==> src/pkg/ptp_announce_pkg.sv <==
// Purpose: shared constants and types for the announce traceability selector
// Assumes: 20 MHz system clock, single clock domain
// Notes: configuration and message fields travel as packed structs
package ptp_announce_pkg;

    localparam int unsigned CLK_HZ = 20_000_000;
    localparam int unsigned NS_PER_SEC = 1_000_000_000;

    // foreign master must stay silent this long before passive state is left
    localparam int unsigned PASSIVE_HOLD_MS = 3000;
    localparam int unsigned PASSIVE_HOLD_CYCLES = (CLK_HZ / 1000) * PASSIVE_HOLD_MS;

    localparam logic [7:0] CLASS_TAI_DEFAULT = 8'h06;
    localparam logic [7:0] CLASS_ARB_DEFAULT = 8'h0D;
    localparam logic [7:0] SRC_INTERNAL_OSC = 8'hA0;

    localparam logic [29:0] REF_STEP_RESET = 30'h0000_0032;
    localparam logic [7:0] DOMAIN_RESET = 8'h00;

    typedef enum logic [1:0] {
        MODE_TAI,
        MODE_ARB,
        MODE_FREQ
    } tb_mode_t;

    typedef struct packed {
        tb_mode_t mode;
        logic profile_en;
        logic [7:0] clock_class;
        logic [7:0] time_source;
        logic [15:0] utc_offset;
        logic leap59;
        logic leap61;
        logic [7:0] domain;
        logic signed [31:0] static_asym_ns;
        logic [29:0] ref_step_ns;
    } cfg_t;

    typedef struct packed {
        logic ptp_timescale;
        logic leap59;
        logic leap61;
        logic time_traceable;
        logic freq_traceable;
        logic utc_valid;
        logic [15:0] utc_offset;
        logic [7:0] time_source;
        logic [7:0] clock_class;
    } ann_t;

    typedef struct packed {
        logic [47:0] sec;
        logic [29:0] ns;
    } ts_t;

endpackage

==> src/rtl/ptp_announce_traceability_select.sv <==
// Purpose: grandmaster announce flag selection, timebase epoch, delay replies
// Assumes: inputs synchronous to clk_sys; cfg_update is a one-cycle pulse
// Notes: no software registers; configuration arrives as a struct port
//
// Overview of operation
// - arbitrary mode aligns the timebase to the supplied source epoch, taken as arbitrary
// - non-TAI event timestamps carry arbitrary-timescale values
// - arbitrary and frequency modes clear the PTP timescale flag
// - both non-TAI modes clear leap59, leap61 and timeTraceable
// - both non-TAI modes set frequencyTraceable and mark UTC offset invalid
// - arbitrary mode: configured timeSource; clockClass configured, default 13
// - frequency mode: timeSource internal oscillator, clockClass configured with or without profile_en
// - frequency mode runs its own epoch, advanced at reference rate
// - frequency mode slave offset keeps the path delay in
// - as master, every delay request on our sub-domain gets a matching delay response
// - another master on our sub-domain forces the passive state
// - one configured sub-domain governs delay requests and rival announce detection
// - configured static asymmetry is removed from the slave offset
// - correction-field asymmetry is removed from the slave offset
// - TAI mode sets timescale and traceable flags, clockClass default 6
`timescale 1ns/10ps
module ptp_announce_traceability_select #(
    parameter int unsigned PASSIVE_CYCLES = ptp_announce_pkg::PASSIVE_HOLD_CYCLES
) (
    input wire logic clk_sys,
    input wire logic rst_n,
    input wire ptp_announce_pkg::cfg_t cfg_in,
    input wire logic cfg_update,
    input wire logic ref_tick,
    input wire logic epoch_load,
    input wire ptp_announce_pkg::ts_t epoch_val,
    input wire logic foreign_ann_valid,
    input wire logic [7:0] foreign_domain,
    input wire logic dreq_valid,
    input wire logic [7:0] dreq_domain,
    input wire logic [15:0] dreq_seq,
    input wire logic offset_req,
    input wire logic signed [31:0] sync_delta_ns,
    input wire logic signed [31:0] path_delay_ns,
    input wire logic signed [31:0] corr_asym_ns,
    output ptp_announce_pkg::ann_t ann_q,
    output logic [7:0] domain_q,
    output logic passive_q,
    output ptp_announce_pkg::ts_t event_ts_q,
    output logic ts_arb_q,
    output logic dresp_valid_q,
    output logic [15:0] dresp_seq_q,
    output ptp_announce_pkg::ts_t dresp_ts_q,
    output logic offset_valid_q,
    output logic signed [31:0] offset_ns_q
);

    typedef enum logic [1:0] {
        ST_INIT,
        ST_MASTER,
        ST_PASSIVE
    } gm_state_t;

    // one place for all announce field selection so no field can lag another
    function automatic ptp_announce_pkg::ann_t pick_fields(input ptp_announce_pkg::cfg_t c);
        ptp_announce_pkg::ann_t a;
        a.utc_offset = c.utc_offset;
        a.time_source = c.time_source;
        a.clock_class = c.clock_class;
        case (c.mode)
            ptp_announce_pkg::MODE_TAI: begin
                a.ptp_timescale = 1'b1;
                a.time_traceable = 1'b1;
                a.freq_traceable = 1'b1;
                a.utc_valid = 1'b1;
                a.leap59 = c.leap59;
                a.leap61 = c.leap61;
                if (!c.profile_en) begin
                    a.clock_class = ptp_announce_pkg::CLASS_TAI_DEFAULT;
                end
            end
            default: begin
                a.ptp_timescale = 1'b0;
                a.leap59 = 1'b0;
                a.leap61 = 1'b0;
                a.time_traceable = 1'b0;
                a.freq_traceable = 1'b1;
                a.utc_valid = 1'b0;
                if (c.mode == ptp_announce_pkg::MODE_FREQ) begin
                    a.time_source = ptp_announce_pkg::SRC_INTERNAL_OSC;
                end else if (!c.profile_en) begin
                    a.clock_class = ptp_announce_pkg::CLASS_ARB_DEFAULT;
                end
            end
        endcase
        return a;
    endfunction

    // path delay is only subtracted where phase matters
    function automatic logic signed [31:0] slave_offset(
        input logic freq_only,
        input logic signed [31:0] delta,
        input logic signed [31:0] pdel,
        input logic signed [31:0] s_asym,
        input logic signed [31:0] c_asym
    );
        logic signed [31:0] r;
        r = delta - s_asym - c_asym;
        if (!freq_only) begin
            r = r - pdel;
        end
        return r;
    endfunction

    // configuration and announce group
    ptp_announce_pkg::cfg_t cfg_q, cfg_d;
    ptp_announce_pkg::ann_t ann_d;
    logic [7:0] domain_d;

    always_comb begin
        cfg_d = cfg_q;
        ann_d = ann_q;
        domain_d = domain_q;
        if (cfg_update) begin
            cfg_d = cfg_in;
            ann_d = pick_fields(cfg_in);
            domain_d = cfg_in.domain;
        end
    end

    always_ff @(posedge clk_sys or negedge rst_n) begin
        if (!rst_n) begin
            cfg_q <= '{mode: ptp_announce_pkg::MODE_FREQ,
                       ref_step_ns: ptp_announce_pkg::REF_STEP_RESET,
                       domain: ptp_announce_pkg::DOMAIN_RESET,
                       default: '0};
            ann_q <= '{freq_traceable: 1'b1,
                       time_source: ptp_announce_pkg::SRC_INTERNAL_OSC,
                       default: '0};
            domain_q <= ptp_announce_pkg::DOMAIN_RESET;
        end else begin
            cfg_q <= cfg_d;
            ann_q <= ann_d;
            domain_q <= domain_d;
        end
    end

    wire logic freq_mode = (cfg_q.mode == ptp_announce_pkg::MODE_FREQ);

    // timebase group
    ptp_announce_pkg::ts_t tb_now;
    logic tb_load;
    logic ts_arb_d;
    ptp_announce_pkg::ts_t event_ts_d;

    // frequency mode ignores supplied epochs: it keeps its own
    assign tb_load = epoch_load && !freq_mode;

    timebase_counter u_timebase (
        .clk_sys(clk_sys),
        .rst_n(rst_n),
        .ref_tick(ref_tick),
        .step_ns(cfg_q.ref_step_ns),
        .load(tb_load),
        .load_val(epoch_val),
        .tb_q(tb_now)
    );

    always_comb begin
        event_ts_d = tb_now;
        ts_arb_d = (cfg_q.mode != ptp_announce_pkg::MODE_TAI);
    end

    always_ff @(posedge clk_sys or negedge rst_n) begin
        if (!rst_n) begin
            event_ts_q <= '0;
            ts_arb_q <= 1'b1;
        end else begin
            event_ts_q <= event_ts_d;
            ts_arb_q <= ts_arb_d;
        end
    end

    // master / passive group
    gm_state_t state_q, state_d;
    logic [31:0] quiet_q, quiet_d;
    logic passive_d;
    logic rival_seen;

    assign rival_seen = foreign_ann_valid && (foreign_domain == domain_q);

    always_comb begin
        state_d = state_q;
        quiet_d = quiet_q;
        case (state_q)
            ST_INIT: begin
                state_d = ST_MASTER;
                quiet_d = '0;
            end
            ST_MASTER: begin
                if (rival_seen) begin
                    state_d = ST_PASSIVE;
                    quiet_d = '0;
                end
            end
            ST_PASSIVE: begin
                if (rival_seen) begin
                    quiet_d = '0;
                end else if (quiet_q >= PASSIVE_CYCLES - 1) begin
                    state_d = ST_MASTER;
                    quiet_d = '0;
                end else begin
                    quiet_d = quiet_q + 32'h0000_0001;
                end
            end
            default: begin
                state_d = ST_INIT;
                quiet_d = '0;
            end
        endcase
        // a new sub-domain makes any earlier conflict irrelevant
        if (cfg_update && cfg_in.domain != domain_q) begin
            state_d = ST_INIT;
        end
        passive_d = (state_d == ST_PASSIVE);
    end

    always_ff @(posedge clk_sys or negedge rst_n) begin
        if (!rst_n) begin
            state_q <= ST_INIT;
            quiet_q <= '0;
            passive_q <= 1'b0;
        end else begin
            state_q <= state_d;
            quiet_q <= quiet_d;
            passive_q <= passive_d;
        end
    end

    // delay response group: one reply per accepted request, no queue needed
    logic dreq_take;
    logic dresp_valid_d;
    logic [15:0] dresp_seq_d;
    ptp_announce_pkg::ts_t dresp_ts_d;

    assign dreq_take = dreq_valid && (state_q == ST_MASTER) && (dreq_domain == domain_q);

    always_comb begin
        dresp_valid_d = dreq_take;
        dresp_seq_d = dresp_seq_q;
        dresp_ts_d = dresp_ts_q;
        if (dreq_take) begin
            dresp_seq_d = dreq_seq;
            dresp_ts_d = tb_now;
        end
    end

    always_ff @(posedge clk_sys or negedge rst_n) begin
        if (!rst_n) begin
            dresp_valid_q <= 1'b0;
            dresp_seq_q <= '0;
            dresp_ts_q <= '0;
        end else begin
            dresp_valid_q <= dresp_valid_d;
            dresp_seq_q <= dresp_seq_d;
            dresp_ts_q <= dresp_ts_d;
        end
    end

    // slave offset group
    logic offset_valid_d;
    logic signed [31:0] offset_ns_d;

    always_comb begin
        offset_valid_d = offset_req;
        offset_ns_d = offset_ns_q;
        if (offset_req) begin
            offset_ns_d = slave_offset(freq_mode, sync_delta_ns, path_delay_ns,
                                       cfg_q.static_asym_ns, corr_asym_ns);
        end
    end

    always_ff @(posedge clk_sys or negedge rst_n) begin
        if (!rst_n) begin
            offset_valid_q <= 1'b0;
            offset_ns_q <= '0;
        end else begin
            offset_valid_q <= offset_valid_d;
            offset_ns_q <= offset_ns_d;
        end
    end
endmodule

==> src/rtl/timebase_counter.sv <==
// Purpose: seconds/nanoseconds timebase advanced by reference ticks
// Assumes: ref_tick is a one-cycle enable, step below one second
// Notes: load has priority over the tick in the same cycle
`timescale 1ns/10ps
module timebase_counter (
    input wire logic clk_sys,
    input wire logic rst_n,
    input wire logic ref_tick,
    input wire logic [29:0] step_ns,
    input wire logic load,
    input wire ptp_announce_pkg::ts_t load_val,
    output ptp_announce_pkg::ts_t tb_q
);
    localparam logic [30:0] NS_WRAP = 31'(ptp_announce_pkg::NS_PER_SEC);

    ptp_announce_pkg::ts_t tb_d;
    logic [30:0] ns_sum;

    always_comb begin
        tb_d = tb_q;
        ns_sum = {1'b0, tb_q.ns} + {1'b0, step_ns};
        if (load) begin
            tb_d = load_val;
        end else if (ref_tick) begin
            if (ns_sum >= NS_WRAP) begin
                tb_d.ns = 30'(ns_sum - NS_WRAP);
                tb_d.sec = tb_q.sec + 48'h0000_0000_0001;
            end else begin
                tb_d.ns = ns_sum[29:0];
            end
        end
    end

    always_ff @(posedge clk_sys or negedge rst_n) begin
        if (!rst_n) begin
            tb_q <= '0;
        end else begin
            tb_q <= tb_d;
        end
    end

endmodule

==> config.mk <==
export PLATFORM = sky130hd
export DESIGN_NAME = ptp_announce_traceability_select
export DESIGN_NICKNAME = d
export VERILOG_FILES = /design/src/pkg/ptp_announce_pkg.sv /design/src/rtl/ptp_announce_traceability_select.sv /design/src/rtl/timebase_counter.sv
export SDC_FILE = /design/constraint.sdc
export NUM_CORES = 1
export LEC_CHECK = 0
export BUFFER_PORTS_ARGS = -buffer_cell sky130_fd_sc_hd__buf_2
export CAP_MARGIN = 20
export CELL_PAD_IN_SITES_DETAIL_PLACEMENT = 0
export CELL_PAD_IN_SITES_GLOBAL_PLACEMENT = 1
export CORE_MARGIN = 3
export CORE_UTILIZATION = 45
export CTS_BUF_LIST = sky130_fd_sc_hd__clkbuf_4 sky130_fd_sc_hd__clkbuf_8
export CTS_CLUSTER_SIZE = 28
export DETAILED_ROUTE_END_ITERATION = 7
export GPL_ROUTABILITY_DRIVEN = 0
export PLACE_DENSITY_LB_ADDON = 0.1
export SYNTH_ARGS = -nofsm -noshare
export SYNTH_HDL_FRONTEND = slang
export SYNTH_SLANG_ARGS = --single-unit
==> constraint.sdc <==
create_clock -name clk_sys -period 11.2 [get_ports clk_sys]
set_input_delay 1.68 -clock clk_sys [delete_from_list [all_inputs] [get_ports clk_sys]]
set_output_delay 1.68 -clock clk_sys [all_outputs]
set_load 0.05 [all_outputs]
## Word level (Yosys, flattened, before mapping)

Cells that the tools add are included.

| storage, ports and cells | value |
|---|---|
| bits in registers | 430 |
| bits of input ports | 321 |
| output and inout port bits | 254 |
| logic and storage cells | 78 |

| cells by class | value |
|---|---|
| add/sub/neg operators | 7 |
| order comparisons | 2 |
| equal/unequal tests | 9 |
| multiplexer cells | 21 |
| reduce and logical (&&, ||, !) cells | 12 |

Operators by type and width:

| operator | number |
|---|---|
| $mux W78 | 2 |
| $mux W32 | 4 |
| $sub A32 B32 Y32 | 3 |
| $pmux W32 S2 | 1 |
| $add A48 B1 Y48 const B | 1 |
| $mux W48 | 1 |
| $mux W8 | 6 |
| $add A32 B1 Y32 const B | 1 |
| $ge A32 B26 Y1 const B | 1 |
| $add A30 B30 Y31 | 1 |
| $ge A31 B30 Y1 const B | 1 |
| $mux W30 | 1 |
| $sub A30 B30 Y30 const B | 1 |
| $eq A8 B8 Y1 | 2 |
| $eq A2 B2 Y1 const B | 4 |
| $mux W2 | 4 |
| $ne A8 B8 Y1 | 1 |
| $mux W6 | 1 |
| $pmux W2 S3 | 1 |
| $reduce_bool A2 Y1 | 3 |
| $logic_and A1 B1 Y1 | 5 |
| $logic_not A2 Y1 | 2 |
| $eq A2 B1 Y1 const B | 1 |
| $ne A2 B2 Y1 const B | 1 |
| other kinds (2) | 2 |

## Logic depth before layout (Yosys ltp)

| depth | value |
|---|---|
| depth in word-level cells | 6 |
| depth in mapped cells | 25 |
| mapped depth without buffers | 25 |

## Hierarchy

A second synthesis with hierarchy kept.

| unflattened totals | value |
|---|---|
| cells, all modules | 2585 |
| area total of the unflattened synthesis | 24009.3 sq um |

By module, submodules not included:

| module | times used | cells an instance | area each (sq um) |
|---|---|---|---|
| ptp_announce_traceability_select | 1 | 1721 | 17067.6 |
| timebase_counter | 1 | 864 | 6941.7 |

## Least setup slack after synthesis

Ideal clock, no wire load.

| path | value |
|---|---|
| path type | input to register |
| from | input port corr_asym_ns[8] |
| to | register offset_ns_q[30] |
| arrival time | 6.326 ns |
| required time | 11.076 ns |
| path slack | 4.751 ns |
| stages on the path | 23 |
| buffers on the path | 0 |
| cell sequence | inv_1 -> fa_1 -> ha_1 -> a21o_1 -> a21oi_1 -> nand2_1 -> a2bb2oi_1 -> o311ai_0 -> nand2b_1 -> xor2_1 -> ha_1 -> and3_1 -> a221o_1 -> a211o_1 -> a21oi_1 -> o311ai_0 -> nand3_1 -> nand2_1 -> a221o_1 -> a21oi_1 -> xor2_1 -> a21oi_1 -> o31a_1 |

| on the way | value |
|---|---|
| cells in the longest elaborated chain, start to end | 3 |

RTL lines:

| element | RTL line | text |
|---|---|---|
| from (decl) | ptp_announce_traceability_select.sv:40 | `input wire logic signed [31:0] corr_asym_ns,` |
| $sub A32 B32 Y32 * | ptp_announce_traceability_select.sv:103 | `r = delta - s_asym - c_asym;` |
| $sub A32 B32 Y32 | ptp_announce_traceability_select.sv:105 | `r = r - pdel;` |
| $mux W32 * | ptp_announce_traceability_select.sv:104 | `if (!freq_only) begin` |
| to (signal assigned) | ptp_announce_traceability_select.sv:284 | `offset_ns_q <= offset_ns_d;` |
| to (decl) | ptp_announce_traceability_select.sv:50 | `output logic signed [31:0] offset_ns_q` |

Mark *: on every way between the ends. The rest lies on a longest branch, timed or not.
A chain may end at the register's enable or synchronous reset.

## Final worst setup path

| path | value |
|---|---|
| from | input port corr_asym_ns[8] |
| to | register offset_ns_q[31] |

The elaborated chain is that of the path after synthesis.

==> impl_metrics.tcl <==
set metrics [dict create \
    finalMaxSlewViolations 0 \
    finalCritPeriodShare_pct 62.5 \
    vdd_drop_max_mv 0.220 \
    ys_warn_count 0 \
    ctsResizeCount 0 \
    maxCapViolations 0 \
    die_h_um 234 \
    ys_types 77 \
    core_mm2 0.0507 \
    slowest_stage "o311ai_0" \
    clk_latency_ns 0.65 \
    grt_max_degree 171 \
    antenna_found_initial 23 \
    maxClockFrequency_mhz 143 \
    nets 3519 \
    io_pins 575 \
    finalCriticalPeriod_ns 7.00 \
    clkTransAtPathRegs_ns 0.07 \
    drt_first_pass_iters 5 \
    ys_ff_latch 427 \
    reg2reg_slack_ns 4.98 \
    p_leak_nw 14.3 \
    reg2regPathDepth 23 \
    postCtsHoldBufs 0 \
    tns_ns 0 \
    synth_edf_count 0 \
    fin_area_mm2 0.0284 \
    hold_end "event_ts_q[49]" \
    r2r_end "offset_ns_q[31]" \
    yosysTopAreaCell "dfrtp_1" \
    pwr_density_cell_mw_per_mm2 252 \
    synth_fp_nets 2966 \
    worst_slew_pin_slew_ns 1.13 \
    cts_made_buffers 75 \
    io_buffers 573 \
    synth.top_cell.area_share_pct 45.1 \
    relSlewSlack_pct 24.7 \
    mostFrequentLayoutCell "buf_2" \
    critPathRequiredTime_ns 11.71 \
    cts_setup_buffers 0 \
    cts.sinks 427 \
    start_util_pct 46.0 \
    cts-htree-levels 3 \
    drive_above_1_share_pct 26.2 \
    layout_common_cells "buf_2, nand2_1, dfrtp_1" \
    syn_inst 2515 \
    grtUsageTotal_pct 27.2 \
    rsz0062_at_grt "false" \
    drt_iter0_markers 1119 \
    critPathLaunchType "input pin" \
    criticalPathCategory "input pin to flop" \
    areaGrowthSynthToFinish_pct 22.0 \
    syn_area_mm2 0.0233 \
    grt_pass1_vias 20400 \
    hold_start "u_timebase.tb_q[49]" \
    wl_per_cell_um 20.0 \
    setup-violations-final 0 \
    die_area_mm2 0.0546 \
    seq_area_frac_synth_pct 45.9 \
    worstSetupStartpoint "corr_asym_ns[8]" \
    cts_root_buffer "clkbuf_8" \
    critical-path-top-delay-family "compound AO/OA/AOI/OAI gates" \
    outcome "finished, final reports clean" \
    pre_cts_ws_ns 3.68 \
    critical_path_buf_inv_count 2 \
    ant_nets 0 \
    rr_startpoint "cfg_q[38]" \
    vias 20500 \
    worstPathCellList "buf_2, inv_1, fa_1, ha_1, a21o_1, a21oi_1, nand2_1, a2bb2oi_1, o311ai_0, nand2b_1, xor2_1, ha_1, a21oi_1, o21ai_0, a211oi_1, o21a_1, o31a_1, o21a_1, a211oi_1, o31ai_1, mux2i_1, xnor2_1, xnor2_1, mux2_2" \
    row_count 82 \
    cts_tree "built" \
    wl_um 76000 \
    hpwl_um 56900 \
    synth_area_leaders "dfrtp_1, nand2_1, ha_1" \
    slowest_delay_ns 0.86 \
    hold_path_class "flop to flop" \
    crit_fanout 7 \
    clk_path_buf_depth 3 \
    whs_path_depth 0 \
    placed_area_mm2 0.0268 \
    postSynth.asyncResetShare_pct 100 \
    gr-total-overflow 0 \
    grt_pass1_wl_um 116000 \
    critical_path_arrival_ns 7.52 \
    fp.dieW_um 234 \
    fin_ws_ns 4.20 \
    clock_skew_ns 0.0276 \
    hold_violations 0 \
    end_kind "flop" \
    remaining_drc_errors 0 \
    vias_per_cell 5.37 \
    avgSynthCellArea_um2 9.27 \
    synth_top_flop_cell "dfrtp_1" \
]
-- layout make-up --
class | instances | area [um2]
flip-flops and latches | 427 | 10700
clock inverters | 19 | 194
repair buffers | 589 | 3020
clock buffers | 114 | 1460
inverters | 148 | 556
well taps | 672 | 841
fillers | 4721 | 22200
diodes | 9 | 22.5
multi-input cells | 1827 | 11700
-- registers in the layout, summed over array words and instances (netlist names) --
register and cells:
event_ts_q 78, dresp_seq_q 16, offset_valid_q 1, domain_q 8, ts_arb_q 1, quiet_q 32
u_timebase.tb_q 78, offset_ns_q 32, state_q 2, cfg_q 64, dresp_ts_q 78, ann_q 35
passive_q 1, dresp_valid_q 1
-- cell families after synthesis --
| family | synth area share (%) |
|---|---|
| other cells | 0.0161 |
| xor+xnor | 6.01 |
| buf+inv | 4.29 |
| compound gates | 13.6 |
| simple gates | 18.6 |
| flops | 45.9 |
| mux | 3.55 |
| fa+ha+maj | 8.04 |
-- through the flow --
| step | utilization, % | power [mW] | cells | hold slack [ns] |
|---|---|---|---|---|
| 2_1_floorplan | - | 4.63 | 2515 | 0.378 |
| 3_3_place_gp | 52.8 | 5.53 | 3660 | 0.405 |
| 3_5_place_dp | 52.8 | 5.58 | 3662 | 0.406 |
| 4_1_cts | 56.1 | 7.19 | 3795 | 0.418 |
| 5_1_grt | 56.1 | 7.61 | 3798 | 0.435 |
| 6_report | 56.1 | 7.16 | 3805 | 0.422 |
-- metal layers --
layer	up-vias	track usage (%)	part of all wire [%]
met5	-	0	0.33
met3	153	8.34	7.9
met4	34	8.00	2.6
met2	565	45.5	48
li1	9745	-	-
met1	9954	34.0	41
-- cell usage after synthesis (4+ instances only) --
cell,instances
buf_2,7
nand2b_1,20
nor3b_1,9
buf_1,8
nor2b_1,17
o31a_1,10
o21bai_1,6
dfrtp_1,420
clkbuf_1,95
o21ai_0,144
o211ai_1,9
a21oi_1,153
or3_1,17
nor3_1,26
a211o_1,8
and2_1,19
o21a_1,19
mux2i_1,14
dfstp_2,7
a21o_1,40
xnor2_1,112
a31oi_1,31
o31ai_1,15
fa_1,33
or2_2,11
xor2_1,48
nand3_1,73
a211oi_1,13
nor4b_1,7
nor4_1,42
and3_1,43
nor2_1,165
inv_1,148
or4_1,13
a221o_1,4
ha_1,97
nand4b_1,5
mux2_2,61
nand4_1,16
nand2_1,455
o22ai_1,13
-- report_power, final --
part | switching (mW) | internal, mW | leakage, nW
clock network | 0.673 | 0.903 | 0.875
registers | 0.213 | 1.82 | 5.30
logic | 2.37 | 1.18 | 8.08
total | 3.26 | 3.90 | 14.3
-- worst max path at each step --
stage          slack [ns]  cells after the start               to
2_1_floorplan        4.75                     23  offset_ns_q[30]
3_3_place_gp         3.80                     24  offset_ns_q[30]
3_5_place_dp         3.68                     24  offset_ns_q[30]
4_1_cts              4.35                     24  offset_ns_q[30]
5_1_grt              3.88                     24  offset_ns_q[30]
6_report             4.20                     24  offset_ns_q[31]
No activity file was read; power rests on OpenSTA's default activity.
